[src/shared/psq_pkg.sv]
// Purpose: constants and types shared by the program sequencer files
// Assumes: 100 MHz system clock, four phases per instruction cycle
// Notes:   vectors, register offsets and phase numbers live here; the dv files repeat some as literals
package psq_pkg;

	localparam int PSQ_PC_W      = 11;
	localparam int PSQ_ROM_WORDS = 2048;
	localparam int PSQ_WORD_W    = 16;
	localparam int PSQ_DATA_W    = 8;
	localparam int PSQ_STACK_LVL = 6;
	localparam int PSQ_PHASES    = 4;
	localparam int PSQ_PH_W      = 2;
	localparam int PSQ_IRQ_N     = 6;
	localparam int PSQ_PAGE_LSB  = 8;

	localparam logic [PSQ_PH_W-1:0] PSQ_PH_FETCH = 2'h0;
	localparam logic [PSQ_PH_W-1:0] PSQ_PH_LAST  = 2'h3;
	localparam logic [PSQ_PH_W-1:0] PSQ_PH_STEP  = 2'h1;

	localparam logic [PSQ_PC_W-1:0] PSQ_VEC_RESET = 11'h000;
	localparam logic [PSQ_PC_W-1:0] PSQ_VEC_EXT_A = 11'h004;
	localparam logic [PSQ_PC_W-1:0] PSQ_VEC_EXT_B = 11'h008;
	localparam logic [PSQ_PC_W-1:0] PSQ_VEC_TMR0  = 11'h00c;
	localparam logic [PSQ_PC_W-1:0] PSQ_VEC_TMR1  = 11'h010;
	localparam logic [PSQ_PC_W-1:0] PSQ_VEC_SER   = 11'h014;
	localparam logic [PSQ_PC_W-1:0] PSQ_VEC_MFUNC = 11'h018;
	localparam logic [PSQ_PC_W-1:0] PSQ_PC_ONE    = 11'h001;

	localparam logic [2:0] PSQ_LAST_PAGE = 3'h7;

	localparam logic [7:0] PSQ_OFS_COUNTER_LOW = 8'h06;
	localparam logic [7:0] PSQ_OFS_TABLE_PTR   = 8'h07;
	localparam logic [7:0] PSQ_OFS_TABLE_HIGH  = 8'h08;
	localparam logic [7:0] PSQ_RD_ZERO         = 8'h00;

	localparam logic [7:0] PSQ_TABLE_POINTER_RST = 8'h00;
	localparam logic [7:0] PSQ_TABLE_HIGH_BYTE_RST = 8'h00;

	typedef enum logic [2:0] {
		PSQ_OP_NONE     = 3'b000,
		PSQ_OP_JUMP     = 3'b001,
		PSQ_OP_CALL     = 3'b010,
		PSQ_OP_RET      = 3'b011,
		PSQ_OP_SKIP     = 3'b100,
		PSQ_OP_TRD_CUR  = 3'b101,
		PSQ_OP_TRD_LAST = 3'b110
	} psq_op_t;

	typedef enum logic [1:0] {
		PSQ_SLOT_RUN   = 2'b00,
		PSQ_SLOT_DUMMY = 2'b01,
		PSQ_SLOT_TABLE = 2'b10
	} psq_slot_t;

	function automatic logic [PSQ_PC_W-1:0] psq_vector(input int idx);
		case (idx)
			0:       psq_vector = PSQ_VEC_EXT_A;
			1:       psq_vector = PSQ_VEC_EXT_B;
			2:       psq_vector = PSQ_VEC_TMR0;
			3:       psq_vector = PSQ_VEC_TMR1;
			4:       psq_vector = PSQ_VEC_SER;
			default: psq_vector = PSQ_VEC_MFUNC;
		endcase
	endfunction : psq_vector

	function automatic logic [PSQ_PC_W-1:0] psq_table_addr(
		input logic [PSQ_PC_W-1:0] pc,
		input logic [7:0]          ptr,
		input logic                last);
		if (last)
			psq_table_addr = {PSQ_LAST_PAGE, ptr};
		else
			psq_table_addr = {pc[PSQ_PC_W-1:PSQ_PAGE_LSB], ptr};
	endfunction : psq_table_addr

endpackage : psq_pkg

[src/rtl/psq_stack.sv]
// Purpose: return address stack for the program sequencer
// Assumes: one push or one pop per request, never both
// Notes:   a push while full drops the oldest entry
`timescale 1ns/10ps
`default_nettype none
module psq_stack
	import psq_pkg::*;
#(
	parameter int DEPTH = PSQ_STACK_LVL,
	parameter int WIDTH = PSQ_PC_W
) (
	input  wire logic             clk,
	input  wire logic             sys_rst,
	input  wire logic             ce,
	input  wire logic             push,
	input  wire logic             pop,
	input  wire logic [WIDTH-1:0] push_data,
	output logic      [WIDTH-1:0] top,
	output logic                  full
);

	logic [WIDTH-1:0] entry_reg [DEPTH];
	logic [3:0]       count_reg;

	assign top = entry_reg[0];

	// shift array: entry 0 is the top, oldest falls off the far end
	always_ff @(posedge clk) begin
		if (sys_rst) begin
			for (int i = 0; i < DEPTH; i++)
				entry_reg[i] <= '0;
		end else if (ce) begin
			if (push) begin
				entry_reg[0] <= push_data;
				for (int i = 1; i < DEPTH; i++)
					entry_reg[i] <= entry_reg[i-1];
			end else if (pop) begin
				for (int i = 0; i < DEPTH - 1; i++)
					entry_reg[i] <= entry_reg[i+1];
			end
		end
	end

	// level count saturates so later pops still see valid entries
	always_ff @(posedge clk) begin
		if (sys_rst) begin
			count_reg <= 4'h0;
			full      <= 1'b0;
		end else if (ce) begin
			if (push && count_reg != 4'(DEPTH)) begin
				count_reg <= count_reg + 4'h1;
				full      <= (count_reg == 4'(DEPTH - 1));
			end else if (pop && count_reg != 4'h0) begin
				count_reg <= count_reg - 4'h1;
				full      <= 1'b0;
			end
		end
	end

endmodule : psq_stack
`default_nettype wire

[src/rtl/psq_sequencer.sv]
// Purpose: program sequencer, four-phase two-stage fetch/execute
// Assumes: rom_data valid by phase 3 for the address set at phase 0
// Notes:   decode lives outside; it answers through cmd_* per cycle
//
// How it works
// - four phases make one instruction cycle
// - fetch next while executing current instruction
// - counter changes cost a dummy cycle
// - eleven-bit counter covers 2048 words
// - counter increments after each program fetch, holds in the table slot
// - taken skip discards prefetch, counter plus two
// - reset clears counter to zero
// - external irqs vector to 004h, 008h
// - timer overflows vector to 00ch, 010h
// - serial irq vectors to 014h
// - multi-function irq vectors to 018h
// - vector only if active, enabled, stack free
// - low byte write jumps within page
// - jump/call load code field, return stack
// - current-page table address uses counter page
// - last-page table address forces page bits high
// - table low byte to memory, high to register
// - pointer set first; table read two cycles
// - program memory is 2048 words of 16
// - six-level stack, full push drops oldest
`timescale 1ns/10ps
`default_nettype none
module psq_sequencer
	import psq_pkg::*;
#(
	parameter int PC_W   = PSQ_PC_W,
	parameter int WORD_W = PSQ_WORD_W,
	parameter int IRQ_N  = PSQ_IRQ_N
) (
	input  wire logic              clk,
	input  wire logic              sys_rst,
	input  wire logic              ce,
	output logic [PSQ_PHASES-1:0]  phase_clk,
	output logic [PC_W-1:0]        rom_addr,
	input  wire logic [WORD_W-1:0] rom_data,
	output logic [WORD_W-1:0]      instr_word,
	output logic                   instr_valid,
	output logic [PC_W-1:0]        instr_addr,
	input  wire logic              cmd_valid,
	input  wire psq_op_t           cmd_op,
	input  wire logic [PC_W-1:0]   cmd_target,
	input  wire logic [IRQ_N-1:0]  irq_active,
	input  wire logic [IRQ_N-1:0]  irq_enable,
	output logic [IRQ_N-1:0]       irq_ack,
	output logic                   stack_full,
	input  wire logic [7:0]        reg_addr,
	input  wire logic              reg_wr_en,
	input  wire logic [7:0]        reg_wr_data,
	output logic [7:0]             reg_rd_data,
	output logic                   tbl_mem_wr,
	output logic [7:0]             tbl_mem_addr,
	output logic [7:0]             tbl_mem_data
);

	logic [PSQ_PH_W-1:0] phase_reg;
	logic [PC_W-1:0]     pc_reg;
	logic [PC_W-1:0]     pc_next;
	psq_slot_t           slot_reg;
	psq_slot_t           slot_next;
	logic [7:0]          table_pointer_reg;
	logic [7:0]          table_high_byte_reg;
	logic                tbl_last_reg;
	logic [7:0]          tbl_dest_reg;
	logic                tbl_last_next;
	logic                cycle_end;
	logic                fetch_edge;
	logic                pcl_wr;
	logic                push;
	logic                pop;
	logic [PC_W-1:0]     stack_top;
	logic                stack_full_w;
	logic [IRQ_N-1:0]    irq_req;
	logic [IRQ_N-1:0]    irq_take;
	logic [PC_W-1:0]     irq_vec;
	logic                irq_any;
	logic [PC_W-1:0]     ret_addr;
	logic                irq_go;

	// one place for the register address match, shared by writes and reads
	function automatic logic reg_hit(
		input logic [7:0] addr,
		input logic [7:0] offset);
		reg_hit = (addr == offset);
	endfunction : reg_hit

	assign fetch_edge = ce && (phase_reg == PSQ_PH_FETCH);
	assign cycle_end  = ce && (phase_reg == PSQ_PH_LAST);
	// low byte writes only land at the cycle end, like any pc load
	assign pcl_wr     = reg_wr_en && reg_hit(reg_addr, PSQ_OFS_COUNTER_LOW);
	// prefetched word sits at pc-1; that is where execution resumes
	assign ret_addr   = pc_reg - PSQ_PC_ONE;
	assign stack_full = stack_full_w;

	// phase counter and one-hot phase outputs
	always_ff @(posedge clk) begin
		if (sys_rst) begin
			phase_reg <= PSQ_PH_FETCH;
			phase_clk <= '0;
		end else if (ce) begin
			phase_reg <= phase_reg + PSQ_PH_STEP;
			phase_clk <= '0;
			phase_clk[phase_reg + PSQ_PH_STEP] <= 1'b1;
		end
	end

	// interrupt request gating and fixed priority, lowest index wins
	always_comb begin
		irq_req  = irq_active & irq_enable;
		irq_take = '0;
		irq_vec  = PSQ_VEC_RESET;
		irq_any  = 1'b0;
		for (int i = IRQ_N - 1; i >= 0; i--) begin
			if (irq_req[i]) begin
				irq_take    = '0;
				irq_take[i] = 1'b1;
				irq_vec     = psq_vector(i);
				irq_any     = 1'b1;
			end
		end
	end

	// execute-stage decision taken at the end of each cycle
	always_comb begin
		pc_next       = pc_reg;
		slot_next     = PSQ_SLOT_RUN;
		push          = 1'b0;
		pop           = 1'b0;
		tbl_last_next = tbl_last_reg;
		irq_go        = 1'b0;
		case (slot_reg)
			PSQ_SLOT_RUN: begin
				if (pcl_wr) begin
					pc_next   = {pc_reg[PC_W-1:PSQ_PAGE_LSB], reg_wr_data};
					slot_next = PSQ_SLOT_DUMMY;
				end else if (cmd_valid) begin
					case (cmd_op)
						PSQ_OP_JUMP: begin
							pc_next   = cmd_target;
							slot_next = PSQ_SLOT_DUMMY;
						end
						PSQ_OP_CALL: begin
							pc_next   = cmd_target;
							push      = 1'b1;
							slot_next = PSQ_SLOT_DUMMY;
						end
						PSQ_OP_RET: begin
							pc_next   = stack_top;
							pop       = 1'b1;
							slot_next = PSQ_SLOT_DUMMY;
						end
						PSQ_OP_SKIP: begin
							// pc already two past the skip instruction
							slot_next = PSQ_SLOT_DUMMY;
						end
						PSQ_OP_TRD_CUR: begin
							tbl_last_next = 1'b0;
							slot_next     = PSQ_SLOT_TABLE;
						end
						PSQ_OP_TRD_LAST: begin
							tbl_last_next = 1'b1;
							slot_next     = PSQ_SLOT_TABLE;
						end
						default: begin
							slot_next = PSQ_SLOT_RUN;
						end
					endcase
				end
				// an irq rides on a plain instruction only, never a transfer
				if (slot_next == PSQ_SLOT_RUN && irq_any && !stack_full_w) begin
					pc_next   = irq_vec;
					irq_go    = 1'b1;
					push      = 1'b1;
					slot_next = PSQ_SLOT_DUMMY;
				end
			end
			PSQ_SLOT_DUMMY: begin
				slot_next = PSQ_SLOT_RUN;
			end
			PSQ_SLOT_TABLE: begin
				slot_next = PSQ_SLOT_RUN;
			end
			default: begin
				slot_next = PSQ_SLOT_DUMMY;
			end
		endcase
	end

	// program counter: increment at fetch, load at cycle end
	// the table slot holds pc so the word after the read resumes in order
	always_ff @(posedge clk) begin
		if (sys_rst) begin
			pc_reg <= PSQ_VEC_RESET;
		end else if (fetch_edge) begin
			if (slot_reg != PSQ_SLOT_TABLE)
				pc_reg <= pc_reg + PSQ_PC_ONE;
		end else if (cycle_end) begin
			pc_reg <= pc_next;
		end
	end

	// rom address: program fetch, or table word in the table slot
	// only one rom port, hence the borrowed fetch and the second cycle
	always_ff @(posedge clk) begin
		if (sys_rst) begin
			rom_addr <= PSQ_VEC_RESET;
		end else if (fetch_edge) begin
			if (slot_reg == PSQ_SLOT_TABLE)
				rom_addr <= psq_table_addr(pc_reg, table_pointer_reg,
					tbl_last_reg);
			else
				rom_addr <= pc_reg;
		end
	end

	// pipeline slot and instruction register
	always_ff @(posedge clk) begin
		if (sys_rst) begin
			slot_reg    <= PSQ_SLOT_DUMMY;
			instr_word  <= '0;
			instr_addr  <= PSQ_VEC_RESET;
			instr_valid <= 1'b0;
		end else if (cycle_end) begin
			slot_reg    <= slot_next;
			instr_valid <= (slot_next == PSQ_SLOT_RUN);
			// the table slot keeps the word prefetched before it
			if (slot_reg != PSQ_SLOT_TABLE) begin
				instr_word <= rom_data;
				instr_addr <= rom_addr;
			end
		end
	end

	// table read set-up and completion
	always_ff @(posedge clk) begin
		if (sys_rst) begin
			tbl_last_reg        <= 1'b0;
			tbl_dest_reg        <= '0;
			tbl_mem_wr          <= 1'b0;
			tbl_mem_addr        <= '0;
			tbl_mem_data        <= '0;
		end else if (ce) begin
			tbl_mem_wr <= 1'b0;
			if (cycle_end) begin
				tbl_last_reg <= tbl_last_next;
				if (slot_next == PSQ_SLOT_TABLE)
					tbl_dest_reg <= cmd_target[7:0];
				if (slot_reg == PSQ_SLOT_TABLE) begin
					tbl_mem_wr          <= 1'b1;
					tbl_mem_addr        <= tbl_dest_reg;
					tbl_mem_data        <= rom_data[7:0];
				end
			end
		end
	end

	// high byte is read-only; only a finished table read loads it
	always_ff @(posedge clk) begin
		if (sys_rst) begin
			table_high_byte_reg <= PSQ_TABLE_HIGH_BYTE_RST;
		end else if (cycle_end && slot_reg == PSQ_SLOT_TABLE) begin
			table_high_byte_reg <= rom_data[WORD_W-1:8];
		end
	end

	// table pointer is plain storage; software loads it first
	always_ff @(posedge clk) begin
		if (sys_rst) begin
			table_pointer_reg <= PSQ_TABLE_POINTER_RST;
		end else if (ce && reg_wr_en
			&& reg_hit(reg_addr, PSQ_OFS_TABLE_PTR)) begin
			table_pointer_reg <= reg_wr_data;
		end
	end

	// interrupt acknowledge pulse, one system clock wide
	// follows the execute decision itself so ack and vector never disagree
	always_ff @(posedge clk) begin
		if (sys_rst) begin
			irq_ack <= '0;
		end else if (ce) begin
			irq_ack <= '0;
			if (cycle_end && irq_go)
				irq_ack <= irq_take;
		end
	end

	// register read port; the high byte register has no write path
	// low byte reads the executing address, not the prefetch counter
	always_ff @(posedge clk) begin
		if (sys_rst) begin
			reg_rd_data <= PSQ_RD_ZERO;
		end else if (ce) begin
			if (reg_hit(reg_addr, PSQ_OFS_COUNTER_LOW))
				reg_rd_data <= instr_addr[7:0];
			else if (reg_hit(reg_addr, PSQ_OFS_TABLE_PTR))
				reg_rd_data <= table_pointer_reg;
			else if (reg_hit(reg_addr, PSQ_OFS_TABLE_HIGH))
				reg_rd_data <= table_high_byte_reg;
			else
				reg_rd_data <= PSQ_RD_ZERO;
		end
	end

	// stack steps only at the cycle end, together with the pc load
	psq_stack #(
		.DEPTH(PSQ_STACK_LVL),
		.WIDTH(PC_W)
	) u_stack (
		.clk      (clk),
		.sys_rst  (sys_rst),
		.ce       (cycle_end),
		.push     (push),
		.pop      (pop),
		.push_data(ret_addr),
		.top      (stack_top),
		.full     (stack_full_w)
	);

endmodule : psq_sequencer
`default_nettype wire

[config.mk]
export PLATFORM = sky130hd
export DESIGN_NAME = psq_sequencer
export DESIGN_NICKNAME = d
export VERILOG_FILES = /design/src/shared/psq_pkg.sv /design/src/rtl/psq_stack.sv /design/src/rtl/psq_sequencer.sv
export SDC_FILE = /design/constraint.sdc
export NUM_CORES = 1
export LEC_CHECK = 0
export BUFFER_PORTS_ARGS = -buffer_cell sky130_fd_sc_hd__buf_2
export CAP_MARGIN = 10
export CORE_ASPECT_RATIO = 0.9
export CORE_MARGIN = 8
export CORE_UTILIZATION = 49
export CTS_CLUSTER_SIZE = 30
export DETAILED_ROUTE_END_ITERATION = 12
export PLACE_DENSITY_LB_ADDON = 0.05
export SYNTH_ARGS = -nofsm -noshare
export SYNTH_HDL_FRONTEND = slang
export SYNTH_SLANG_ARGS = --single-unit
[constraint.sdc]
create_clock -name clk -period 3.6 [get_ports clk]
set_input_delay 0.18 -clock clk [delete_from_list [all_inputs] [get_ports clk]]
set_output_delay 0.18 -clock clk [all_outputs]
set_load 0.02 [all_outputs]
Word level (Yosys, flattened, before mapping):

Memories as Yosys holds them, arrays and structs flattened.
Cells that the tools add are included.

* bitwise operators: 13
* magnitude comparators: 2
* mux-type cells: 80
* equal/unequal tests: 18
* $mul: 0
* reductions and logical operators: 37
* $add $sub $neg: 5
* shifts and indexed selects: 0
* divide/modulo/power cells: 0

Operators with widths (count)
* $mux 11: 25
* $mux 6: 7
* $mux 1: 33
* $mux 8: 3
* $pmux 11 s2: 1
* $eq 8x3->1 const B: 2
* $logic_and 1x1->1: 12
* $reduce_and 6->1: 2
* $reduce_bool 4->1: 3
* $add 11x1->11 const B: 1
* $or 1x1->1: 11
* $sub 11x1->11 const B: 1
* $eq 3x3->1 const B: 3
* $eq 8x4->1 const B: 1
* $logic_not 2->1: 4
* $mux 2: 4
* $mux 4: 2
* $pmux 2 s2: 2
* $reduce_bool 2->1: 4
* $and 6x6->6: 1
* $eq 2x2->1 const B: 3
* $eq 3x2->1 const B: 2
* $reduce_and 3->1: 2
* $reduce_or 2->1: 3
* other kinds (22): 23

* RAM bits: 66
* memory bits (read-only): 0
* logic and storage cells: 176
* bits in latches: 0
* bits of input ports: 63
* memories: 1
* register bits after elaboration: 119

Memories
* u_stack.entry_reg: depth 6, bits a word 11, rd ports 6, clocked after Yosys merged registers in 0, write ports 6, RTL line psq_stack.sv:22 `logic [WIDTH-1:0] entry_reg [DEPTH];`

Longest topological paths before layout:

Gate-level depths: netlist of the first run.

* word-level depth: 17
* mapped depth: 11
* gate-level depth less buffers: 10

Cells and area by module:

From an unflattened synthesis of the first run, not the netlist that was laid out.

* cell total of the unflattened synthesis: 841
* area total of the unflattened synthesis: 8328.0 µm²

By module, submodules not included
* psq_sequencer: sequential area each 2282.2 µm², instances 1, area an instance 5345.1 µm², cells an instance 652
* psq_stack: sequential area each 2082.0 µm², instances 1, area an instance 2982.9 µm², cells an instance 189

Worst setup path before layout of the first run:

No wires, ideal clock.

* kind: input to register
* from: input cmd_op[1]
* to: register u_stack.count_reg[3]
* setup slack: 463 ps
* cell stages on the path: 11
* arrival time: 3016 ps
* required time: 3479 ps
* cells stage by stage: buf_6 -> or3_4 -> a31oi_4 -> a32oi_1 -> or3_1 -> ha_1 -> a21o_1 -> a211o_1 -> or4_1 -> o21ai_0 -> mux2_2

* longest elaborated chain between the ends: 14

Ends and longest elaborated chain
* start, declared: RTL line psq_sequencer.sv:45 `input wire psq_op_t cmd_op,`
* $eq 3x3->1 (tied with other cells): RTL line psq_sequencer.sv:141 `case (cmd_op)`
* $reduce_or 4->1 (no line) / $reduce_or 2->1 (equally long branches)
* $pmux 2 s2: RTL line psq_sequencer.sv:141
* $mux 2: RTL line psq_sequencer.sv:140 `end else if (cmd_valid) begin`
* $mux 2: RTL line psq_sequencer.sv:137 `if (pcl_wr) begin`
* $mux 2: RTL line psq_sequencer.sv:135 `case (slot_reg)`
* $logic_not 2->1: RTL line psq_sequencer.sv:174 `if (slot_next == PSQ_SLOT_RUN && irq_any && !stack_full_w) begin`
* $logic_and 1x1->1 (2 in series): RTL line psq_sequencer.sv:174
* $mux 1: RTL line psq_sequencer.sv:174
* $mux 1: RTL line psq_sequencer.sv:135
* $logic_and 1x1->1: RTL line psq_stack.sv:50 `if (push && count_reg != 4'(DEPTH)) begin`
* $reduce_bool 2->1 (no line)
* $reduce_and 2->1 (no line)
* end signal, assigned: RTL line psq_stack.sv:51 `count_reg <= count_reg + 4'h1;`
* end signal, assigned: RTL line psq_stack.sv:54 `count_reg <= count_reg - 4'h1;`
* end, declared: RTL line psq_stack.sv:23 `logic [3:0] count_reg;`

Parallel ways exist; a longest one is shown, timed or not. The select of a mux whose other input is x is not followed.
A chain may end at the register's enable or synchronous reset.

Worst setup path in the final report of the first run:

* from: register u_stack.count_reg[0]
* to: register u_stack.count_reg[3]

* longest elaborated chain between the ends: 4

Ends and longest elaborated chain
* branches (longest 4 deep; another with $sub 4x1->4)

Parallel ways; which one is timed is not known. The select of a mux whose other input is x is not followed.

==> results of run 1 <==
==> routing by layer <==
layer  share of wire [%]  vias to the layer above  track usage [%]
met3                 6.8                       25             5.57
met5                   0                        -                0
li1                    -                     3443                -
met2                  43                      242             31.1
met1                  49                     3322             30.9
met4                 1.2                        0             5.20
==> worst reg2reg max path: stages, from the launching register on <==
cell and delay, ps:
dfxtp_1 450, nor2_1 110, a311o_1 390, or3_1 390, ha_1 290, a21o_1 190, a211o_1 280, or4_1 390
o21ai_0 100, mux2_2 350
==> where the power goes <==
part / internal (W) / switching [W] / leakage, nW
sequential: 0.00221 / 0.0000520 / 1.64
clock: 0.00105 / 0.000927 / 0.312
combinational: 0.000164 / 0.000262 / 1.96
==> logic make-up after synthesis <==
group           synth area share, %
flops                          51.8
xor+xnor                       1.46
compound gates                 19.6
fa+ha+maj                      1.72
mux                            3.16
buf+inv                        3.77
simple gates                   18.5
==> cell type report <==
cell class	count	share of cell area (%)
multi-input combinational	620	37.4
inverter	11	0.410
timing repair buffer	171	9.80
clock inverter	14	1.90
sequential	185	43.4
tap	211	2.62
clock buffer	18	4.48
==> per-stage QoR <==
step	power, W	util [%]
global route	0.00485	59.8
CTS	0.00471	59.8
finish	0.00467	59.8
global placement	0.00272	54.9
detailed placement	0.00272	54.9
floorplan	0.00256	-
==> synthesized netlist by cell type (all sizes together), types with 3 or more instances <==
cell type	n
xnor2	12
nand2b	7
nand3	15
edfxtp	66
nor2	54
nor3	14
o21ai	22
nor4	5
a31oi	6
a211oi	4
inv	11
mux2i	18
a311oi	17
clkbuf	41
nor2b	8
and3	4
ha	10
nand4	4
a22oi	9
o211ai	6
dfxtp	119
a21oi	78
o32ai	3
a211o	4
a31o	5
mux2	7
a22o	49
or4	4
and2	16
buf	19
or3	10
nand2	183
==> repair_timing <==
item,in CTS,in global routing
hold buffers,17,0
gates resized for setup,0,0
endpoints found under the hold margin,31,0
endpoints found under the setup margin,0,0
==> worst max path at each step <==
stage	from	end	slack, ps	cells past startpoint
final	u_stack.count_reg[0]	u_stack.count_reg[3]	560	9
after global routing	u_stack.count_reg[0]	u_stack.count_reg[3]	430	9
after CTS	u_stack.count_reg[0]	u_stack.count_reg[3]	580	9
after detailed placement	cmd_op[0]	u_stack.count_reg[3]	380	11
after global placement	cmd_op[0]	u_stack.count_reg[3]	400	11
after floorplan	cmd_op[1]	u_stack.count_reg[3]	460	11
==> impl_metrics.toml, run 1 <==
[synth]
synth_edf_count = 66
syn_inst = 876
yosys_register_bits = 185
ys_seq_area_share_pct = 51.8
synth_top_area_share_pct = 28.3
ys.flop_type = "dfxtp_1"
synthesis.nets = 950
yosysWarningCount = 0
netlist_area_sq_um = 8430
avgSynthCellArea_sq_um = 9.62
synth.distinct_cells = 75
synth_area_leader_cell = "dfxtp_1"
synth_area_leaders = "dfxtp_1 28%, edfxtp_1 24%, nand2_1 8.2%"
async_flop_share_pct = 0

[clock_network]
clockBufferDepth = 2
clk_latency_ps = 440
cts_sinks = 185
cts_tree = "done"
clk_pin_slew_worst_paths_ps = 80
h-tree-depth = 4
clock-root-buffer = "clkbuf_16"
cts_buffers = 17
post_cts_buffers = 0

[sta]
period_needed_ps = 3040
grt_setup_unrepaired = "no"
finalHoldViolCount = 0
worst_slew_pin_slew_ps = 1050
drv_slew = 0
setup_violations = 0
setup_ws_ps = 557
fmax_mhz = 329
min_period_over_period_pct = 84.5
fin_setup_tns_ps = 0
finClkSkew_ps = 11.5
whs_ps = 14.4
relSlewSlack_pct = 30.1

[place]
portBuffers = 137
dpl_cell_area_sq_um = 9250
dp_cells = 1181
place_ws_ps = 379
dp_hpwl_microns = 16000
gp_congestion = 0.922

[critical_path]
arrival_ps = 3370
slowest_stage = "dfxtp_1"
slowest_delay_ps = 450
end_kind = "flip-flop"
critPathKind = "flip-flop to flip-flop"
rr_startpoint = "u_stack.count_reg[0]"
crit_fanout = 7
start_kind = "flip-flop"
cp.required_ps = 3930
worstRegToRegCells = 9
r2r_slack_ps = 560
r2r-end = "u_stack.count_reg[3]"
crit_family = "compound AO/OA/AOI/OAI gates"
crit_buf_inv = 0
cp_cell_sequence = "nor2_1 > a311o_1 > or3_1 > ha_1 > a21o_1 > a211o_1 > or4_1 > o21ai_0 > mux2_2"

[finish]
area_delta_synth_final_pct = 19.4
diodes = 0
drive_gt1_share_pct = 20.8
regArea_sq_um = 4360
multi_input_area_sq_um = 3760
final_nets = 1080
mostFrequentLayoutCells = "183 x nand2_1, 136 x buf_2, 119 x dfxtp_1, 77 x a21oi_1, 66 x edfxtp_1"
final_common_cell = "nand2_1"
final_cells = 1230
fill_cells = 1516
largest_register_ffs = 66
final_area_sq_um = 10100

[power]
ir_drop_mv = 0.422
p_leak_nw = 3.92
powerDensity_nw_per_um2 = 464

[routing]
antenna_left = 0
wl_per_cell_microns = 18.8
drc = 0
vias_per_cell = 5.72
drtIter0Drc = 586
dr.pass1.iters = 5
drt_wl_total_microns = 23100
dr_total_vias = 7032

[die]
initial_core_util_pct = 50.0
num_rows = 45
dieArea_sq_um = 21700
core-area_sq_um = 16800
io_pins = 138
dieHeight_microns = 140
die_x_microns = 154

[hold_path]
hp-start = "rom_data[5]"
whs_path_depth = 3
hp-class = "input port to flip-flop"
min_delay_worst_endpoint = "tbl_mem_data[5]"

[outcome]
status = "completed"

[global_routing]
grt_overflow = 0
track_usage_pct = 21.4
grt_pass1_wl_microns = 36900
grt_pass1_vias = 6733
grt_max_degree = 69
antenna_found_initial = 0

[flow_run]
drv_cap = 0
Power figures use the tool's default switching activity.
==> inputs of run 2 (changes only) <==
==> constraint.sdc (replaced) <==
create_clock -name clk -period 2.55 [get_ports clk]
set_input_delay 0.1275 -clock clk [delete_from_list [all_inputs] [get_ports clk]]
set_output_delay 0.1275 -clock clk [all_outputs]
set_load 0.02 [all_outputs]
==> impl_metrics.toml, run 2 (synthesis gave the netlist of run 1 again) <==
[critical_path]
crit_cells = 8
slowest_stage = "or3_4"
cp_cell_sequence = "a311o_1 > or3_4 > ha_4 > a21o_1 > a211o_1 > or4_4 > o21ai_2 > mux2_4"
end_kind = "flip-flop"
critPathKind = "flip-flop to flip-flop"
worstRegToRegCells = 8
crit_family = "compound AO/OA/AOI/OAI gates"
crit_fanout = 3
crit_buf_inv = 0
r2r_slack_ps = -140
start_kind = "flip-flop"
arrival_ps = 3010
rr_startpoint = "u_stack.count_reg[2]"
cp.required_ps = 2870
slowest_delay_ps = 430
cp-startpoint = "u_stack.count_reg[2]"

[routing]
met3_length_microns = 1630
wl_met2_microns = 10600
drtIter0Drc = 573
routedLengthMet1_microns = 11300
topRoutingLayerUsed = "met4"
drt_wl_total_microns = 23800
dr_total_vias = 7301
drc = 0
vias_per_cell = 5.64
wl_per_cell_microns = 18.4
dr.pass1.iters = 5
antenna_left = 0

[clock_network]
post_cts_buffers = 0
clk_pin_slew_worst_paths_ps = 70
clock-root-buffer = "clkbuf_16"
cts_sinks = 185
clk_latency_ps = 440
h-tree-depth = 4
cts_tree = "done"
clockBufferDepth = 2
cts_buffers = 17

[place]
dp_hpwl_microns = 16700
dpl_cell_area_sq_um = 9700
gp_congestion = 0.908
place_ws_ps = -286
dp_cells = 1231
portBuffers = 137

[finish]
largest_register_ffs = 66
final_common_cell = "nand2_1"
final_nets = 1145
final_area_sq_um = 10700
final_cells = 1295
fill_cells = 1405
mostFrequentLayoutCells = "183 x nand2_1, 136 x buf_2, 116 x dfxtp_1, 77 x a21oi_1, 66 x edfxtp_1"
area_delta_synth_final_pct = 26.5
drive_gt1_share_pct = 24.9
diodes = 0

[hold_path]
whs_path_depth = 3
hp-class = "input port to flip-flop"
hp-start = "irq_enable[1]"

[sta]
setup_violations = 1
worst_slew_pin_slew_ps = 861
finClkSkew_ps = 15.9
min_period_over_period_pct = 105
fin_setup_tns_ps = -136
period_needed_ps = 2690
grt_setup_unrepaired = "yes"
setup_ws_ps = -136
relSlewSlack_pct = 42.6
whs_ps = 63.4
fmax_mhz = 372
finalHoldViolCount = 0
drv_slew = 0

[die]
core-area_sq_um = 16800
dieArea_sq_um = 21700
num_rows = 45
initial_core_util_pct = 50.0
die_x_microns = 154
io_pins = 138
dieHeight_microns = 140

[power]
ir_drop_mv = 0.511
powerDensity_nw_per_um2 = 615
pwr-share-seq_pct = 48.6
p_leak_nw = 4.23
clkPwrFrac_pct = 41.0
p_sw_share_pct = 26.8
comb_power_share_pct = 10.4
p_int_w = 0.00479
power_switching_w = 0.00176

[global_routing]
track_usage_pct = 21.9
grt_max_degree = 83
grt_pass1_vias = 7099
grt_overflow = 0
grt_pass1_wl_microns = 38000
antenna_found_initial = 0

[outcome]
violations = "setup timing"
status = "complete, but fails checks"

[flow_run]
drv_cap = 0
run 2: cell types whose count changed in the layout (fill, tap and decap cells not counted), sizes merged:
| cell | previous run | this run |
|---|---|---|
| buf | 154 | 204 |
| inv | 18 | 16 |
| clkinv | 6 | 8 |
| clkinvlp | 0 | 1 |
| dlygate4sd3 | 17 | 32 |
| bufinv | 1 | 0 |
run 2: worst paths after layout:
kind / endpoint
worst min-delay path: irq_ack[1]
worst max register to register: u_stack.count_reg[3]
worst max-delay path: u_stack.count_reg[3]
worst min register to register: tbl_mem_addr[3]
run 2: metrics by stage:
stage / power [W] / utilization, %
after global routing: 0.00678 / 63.3
after CTS: 0.00660 / 63.3
final: 0.00655 / 63.3
after global placement: 0.00389 / 57.6
after floorplan: 0.00361 / -
after detailed placement: 0.00389 / 57.6
run 2: tightest hold or removal path, stage by stage:
cell and delay [ps]:
buf_2 90, buf_4 110, a32o_1 140
run 2: cell type report:
| class | instances | area [sq um] | share of cell area, % |
|---|---|---|---|
| Clock inverter | 14 | 171 | 1.61 |
| Multi-Input combinational cell | 620 | 3800 | 35.7 |
| Timing Repair Buffer | 236 | 1560 | 14.7 |
| Sequential cell | 185 | 4370 | 41.0 |
| Inverter | 11 | 41.3 | 0.387 |
| Tap cell | 211 | 264 | 2.48 |
| Clock buffer | 18 | 450 | 4.23 |
run 2: layer usage:
layer  GRT usage (%)  vias up
met1            30.8     3463
met5               0        -
met3            5.90       24
met4            6.18        0
li1                -     3570
met2            32.5      244
run 2: repair_timing:
action                     4_1_cts  5_1_grt
hold endpoints to repair        48        0
gates resized for setup          4        3
setup endpoints to repair        1        1
gates cloned                     0        0
hold buffers                    32        0
pin swaps                        2        4
run 2: power groups by stage:
stage	clock [W]	combinational, W	sequential, W
2_1_floorplan	0	0.000342	0.00327
3_3_place_gp	0	0.000632	0.00326
3_5_place_dp	0	0.000635	0.00326
4_1_cts	0.00273	0.000676	0.00319
5_1_grt	0.00284	0.000742	0.00320
6_report	0.00269	0.000681	0.00319
==> inputs of run 3 (changes only) <==
--- a/config.mk
+++ b/config.mk
@@ -7,7 +7,7 @@
 export LEC_CHECK = 0
 export BUFFER_PORTS_ARGS = -buffer_cell sky130_fd_sc_hd__buf_2
 export CAP_MARGIN = 10
-export CORE_ASPECT_RATIO = 0.9
+export CORE_ASPECT_RATIO = 0.75
 export CORE_MARGIN = 8
 export CORE_UTILIZATION = 49
 export CTS_CLUSTER_SIZE = 30
==> impl_metrics.toml, run 3 (synthesis gave the netlist of run 1 again) <==
[sta]
min_period_over_period_pct = 105
finalHoldViolCount = 0
fmax_mhz = 374
finClkSkew_ps = 11.8
setup_violations = 1
relSlewSlack_pct = 50.0
setup_ws_ps = -127
period_needed_ps = 2680
fin_setup_tns_ps = -127
grt_setup_unrepaired = "yes"
worst_slew_pin_slew_ps = 742
drv_slew = 0
whs_ps = 18.3

[die]
num_rows = 41
die_x_microns = 167
io_pins = 138
core-area_sq_um = 16800
dieArea_sq_um = 21700
initial_core_util_pct = 50.1
dieHeight_microns = 130

[finish]
fin_util_pct = 63.1
regArea_sq_um = 4370
multi_input_area_sq_um = 3800
diodes = 0
fill_cells = 1407
mostFrequentLayoutCells = "183 x nand2_1, 136 x buf_2, 116 x dfxtp_1, 77 x a21oi_1, 66 x edfxtp_1"
final_nets = 1141
drive_gt1_share_pct = 24.9
final_common_cell = "nand2_1"
area_delta_synth_final_pct = 26.1
largest_register_ffs = 66

[critical_path]
crit_fanout = 3
arrival_ps = 2990
start_kind = "flip-flop"
rr_startpoint = "u_stack.count_reg[1]"
crit_family = "compound AO/OA/AOI/OAI gates"
end_kind = "flip-flop"
cp_cell_sequence = "a311o_1 > or3_4 > ha_4 > a21o_1 > a211o_1 > or4_1 > o21ai_2 > mux2_4"
worstRegToRegCells = 8
critPathKind = "flip-flop to flip-flop"
slowest_stage = "or4_1"
slowest_delay_ps = 420
r2r-end = "u_stack.count_reg[3]"
crit_buf_inv = 0
cp.required_ps = 2860
r2r_slack_ps = -130

[clock_network]
h-tree-depth = 4
clock-root-buffer = "clkbuf_16"
clockBufferDepth = 2
cts_tree = "done"
clk_pin_slew_worst_paths_ps = 70
clk_latency_ps = 430
cts_buffers = 17
cts_sinks = 185

[routing]
dr_total_vias = 7460
antenna_left = 0
drt_wl_total_microns = 24600
drc = 0
vias_per_cell = 5.76
wl_per_cell_microns = 19.0
drtIter0Drc = 683
dr.pass1.iters = 7

[hold_path]
hp-class = "input port to flip-flop"
whs_path_depth = 3
hp-start = "cmd_target[0]"
min_delay_worst_endpoint = "tbl_dest_reg[0]"

[power]
p_leak_nw = 4.22
ir_drop_mv = 0.403
powerDensity_nw_per_um2 = 627

[global_routing]
track_usage_pct = 22.4
grt_overflow = 0
grt_max_degree = 59
grt_pass1_wl_microns = 39000
antenna_found_initial = 0
grt_pass1_vias = 7161

[place]
portBuffers = 137
dp_hpwl_microns = 17300
gp_congestion = 0.900

[outcome]
status = "complete, but fails checks"
violations = "setup timing"

[flow_run]
drv_cap = 0
[run 3: cell types whose count changed in the layout (fill, tap and decap cells not counted)]
cell	previous run	this run
clkinv_8	6	1
dlygate4sd3_1	32	29
buf_4	64	63
bufinv_16	0	1
clkbuf_16	18	19
clkinv_2	0	1
inv_6	3	4
inv_8	2	3
nor3_1	14	13
nor3_2	0	1
or4_1	3	4
or4_4	1	0
[run 3: worst max path at each step]
| stage | endpoint | from | depth (start not counted) | slack, ps |
|---|---|---|---|---|
| floorplan | u_stack.count_reg[3] | cmd_op[1] | 11 | -340 |
| global placement | u_stack.count_reg[3] | cmd_op[2] | 11 | -290 |
| detailed placement | u_stack.count_reg[3] | cmd_op[2] | 11 | -330 |
| CTS | u_stack.count_reg[3] | u_stack.count_reg[1] | 8 | -130 |
| global route | u_stack.count_reg[3] | u_stack.count_reg[1] | 8 | -200 |
| finish | u_stack.count_reg[3] | u_stack.count_reg[1] | 8 | -130 |
[run 3: cell type report]
class / instances / share of cell area (%)
flip-flops and latches: 185 / 41.1
multi-input cells: 620 / 35.8
repair buffers: 232 / 14.3
clock buffers: 19 / 4.47
well taps: 215 / 2.53
clock inverters: 13 / 1.37
inverters: 11 / 0.389
[run 3: through the flow]
step,cell area (sq um),total power [W],setup WS [ps],cells
after global routing,10600,0.00690,-205,1295
final,10600,0.00666,-127,1295
after CTS,10600,0.00669,-128,1295
after detailed placement,9690,0.00390,-328,1233
after global placement,9690,0.00390,-288,1233
after floorplan,8450,0.00361,-344,876
[run 3: where the power goes]
| part | internal [W] | leakage [nW] | switching, W | total [W] |
|---|---|---|---|---|
| Combinational | 0.000285 | 2.27 | 0.000413 | 0.000698 |
| Clock | 0.00151 | 0.304 | 0.00126 | 0.00277 |
| Sequential | 0.00313 | 1.65 | 0.0000631 | 0.00319 |
[run 3: routing by layer]
metal  vias to the layer above  track usage [%]  wire length (microns)
met3                        25             6.02                   1830
met2                       271             31.7                  10400
li1                       3563                -                      -
met5                         -                0                      0
met4                         0             5.39                    288
met1                      3601             33.2                  12000
[run 3: worst reg2reg max path, stage by stage, from the launching register on]
cell and delay [ps]:
dfxtp_2 330, a311o_1 360, or3_4 410, ha_4 220, a21o_1 170, a211o_1 280, or4_1 420, o21ai_2 80
mux2_4 310
[run 3: timing repair]
action,4_1_cts,5_1_grt
buffers inserted,1,0
endpoints found under the setup margin,1,27
hold endpoints to repair,45,0
resized for setup,3,3
pin swaps,2,0
hold buffers,29,0
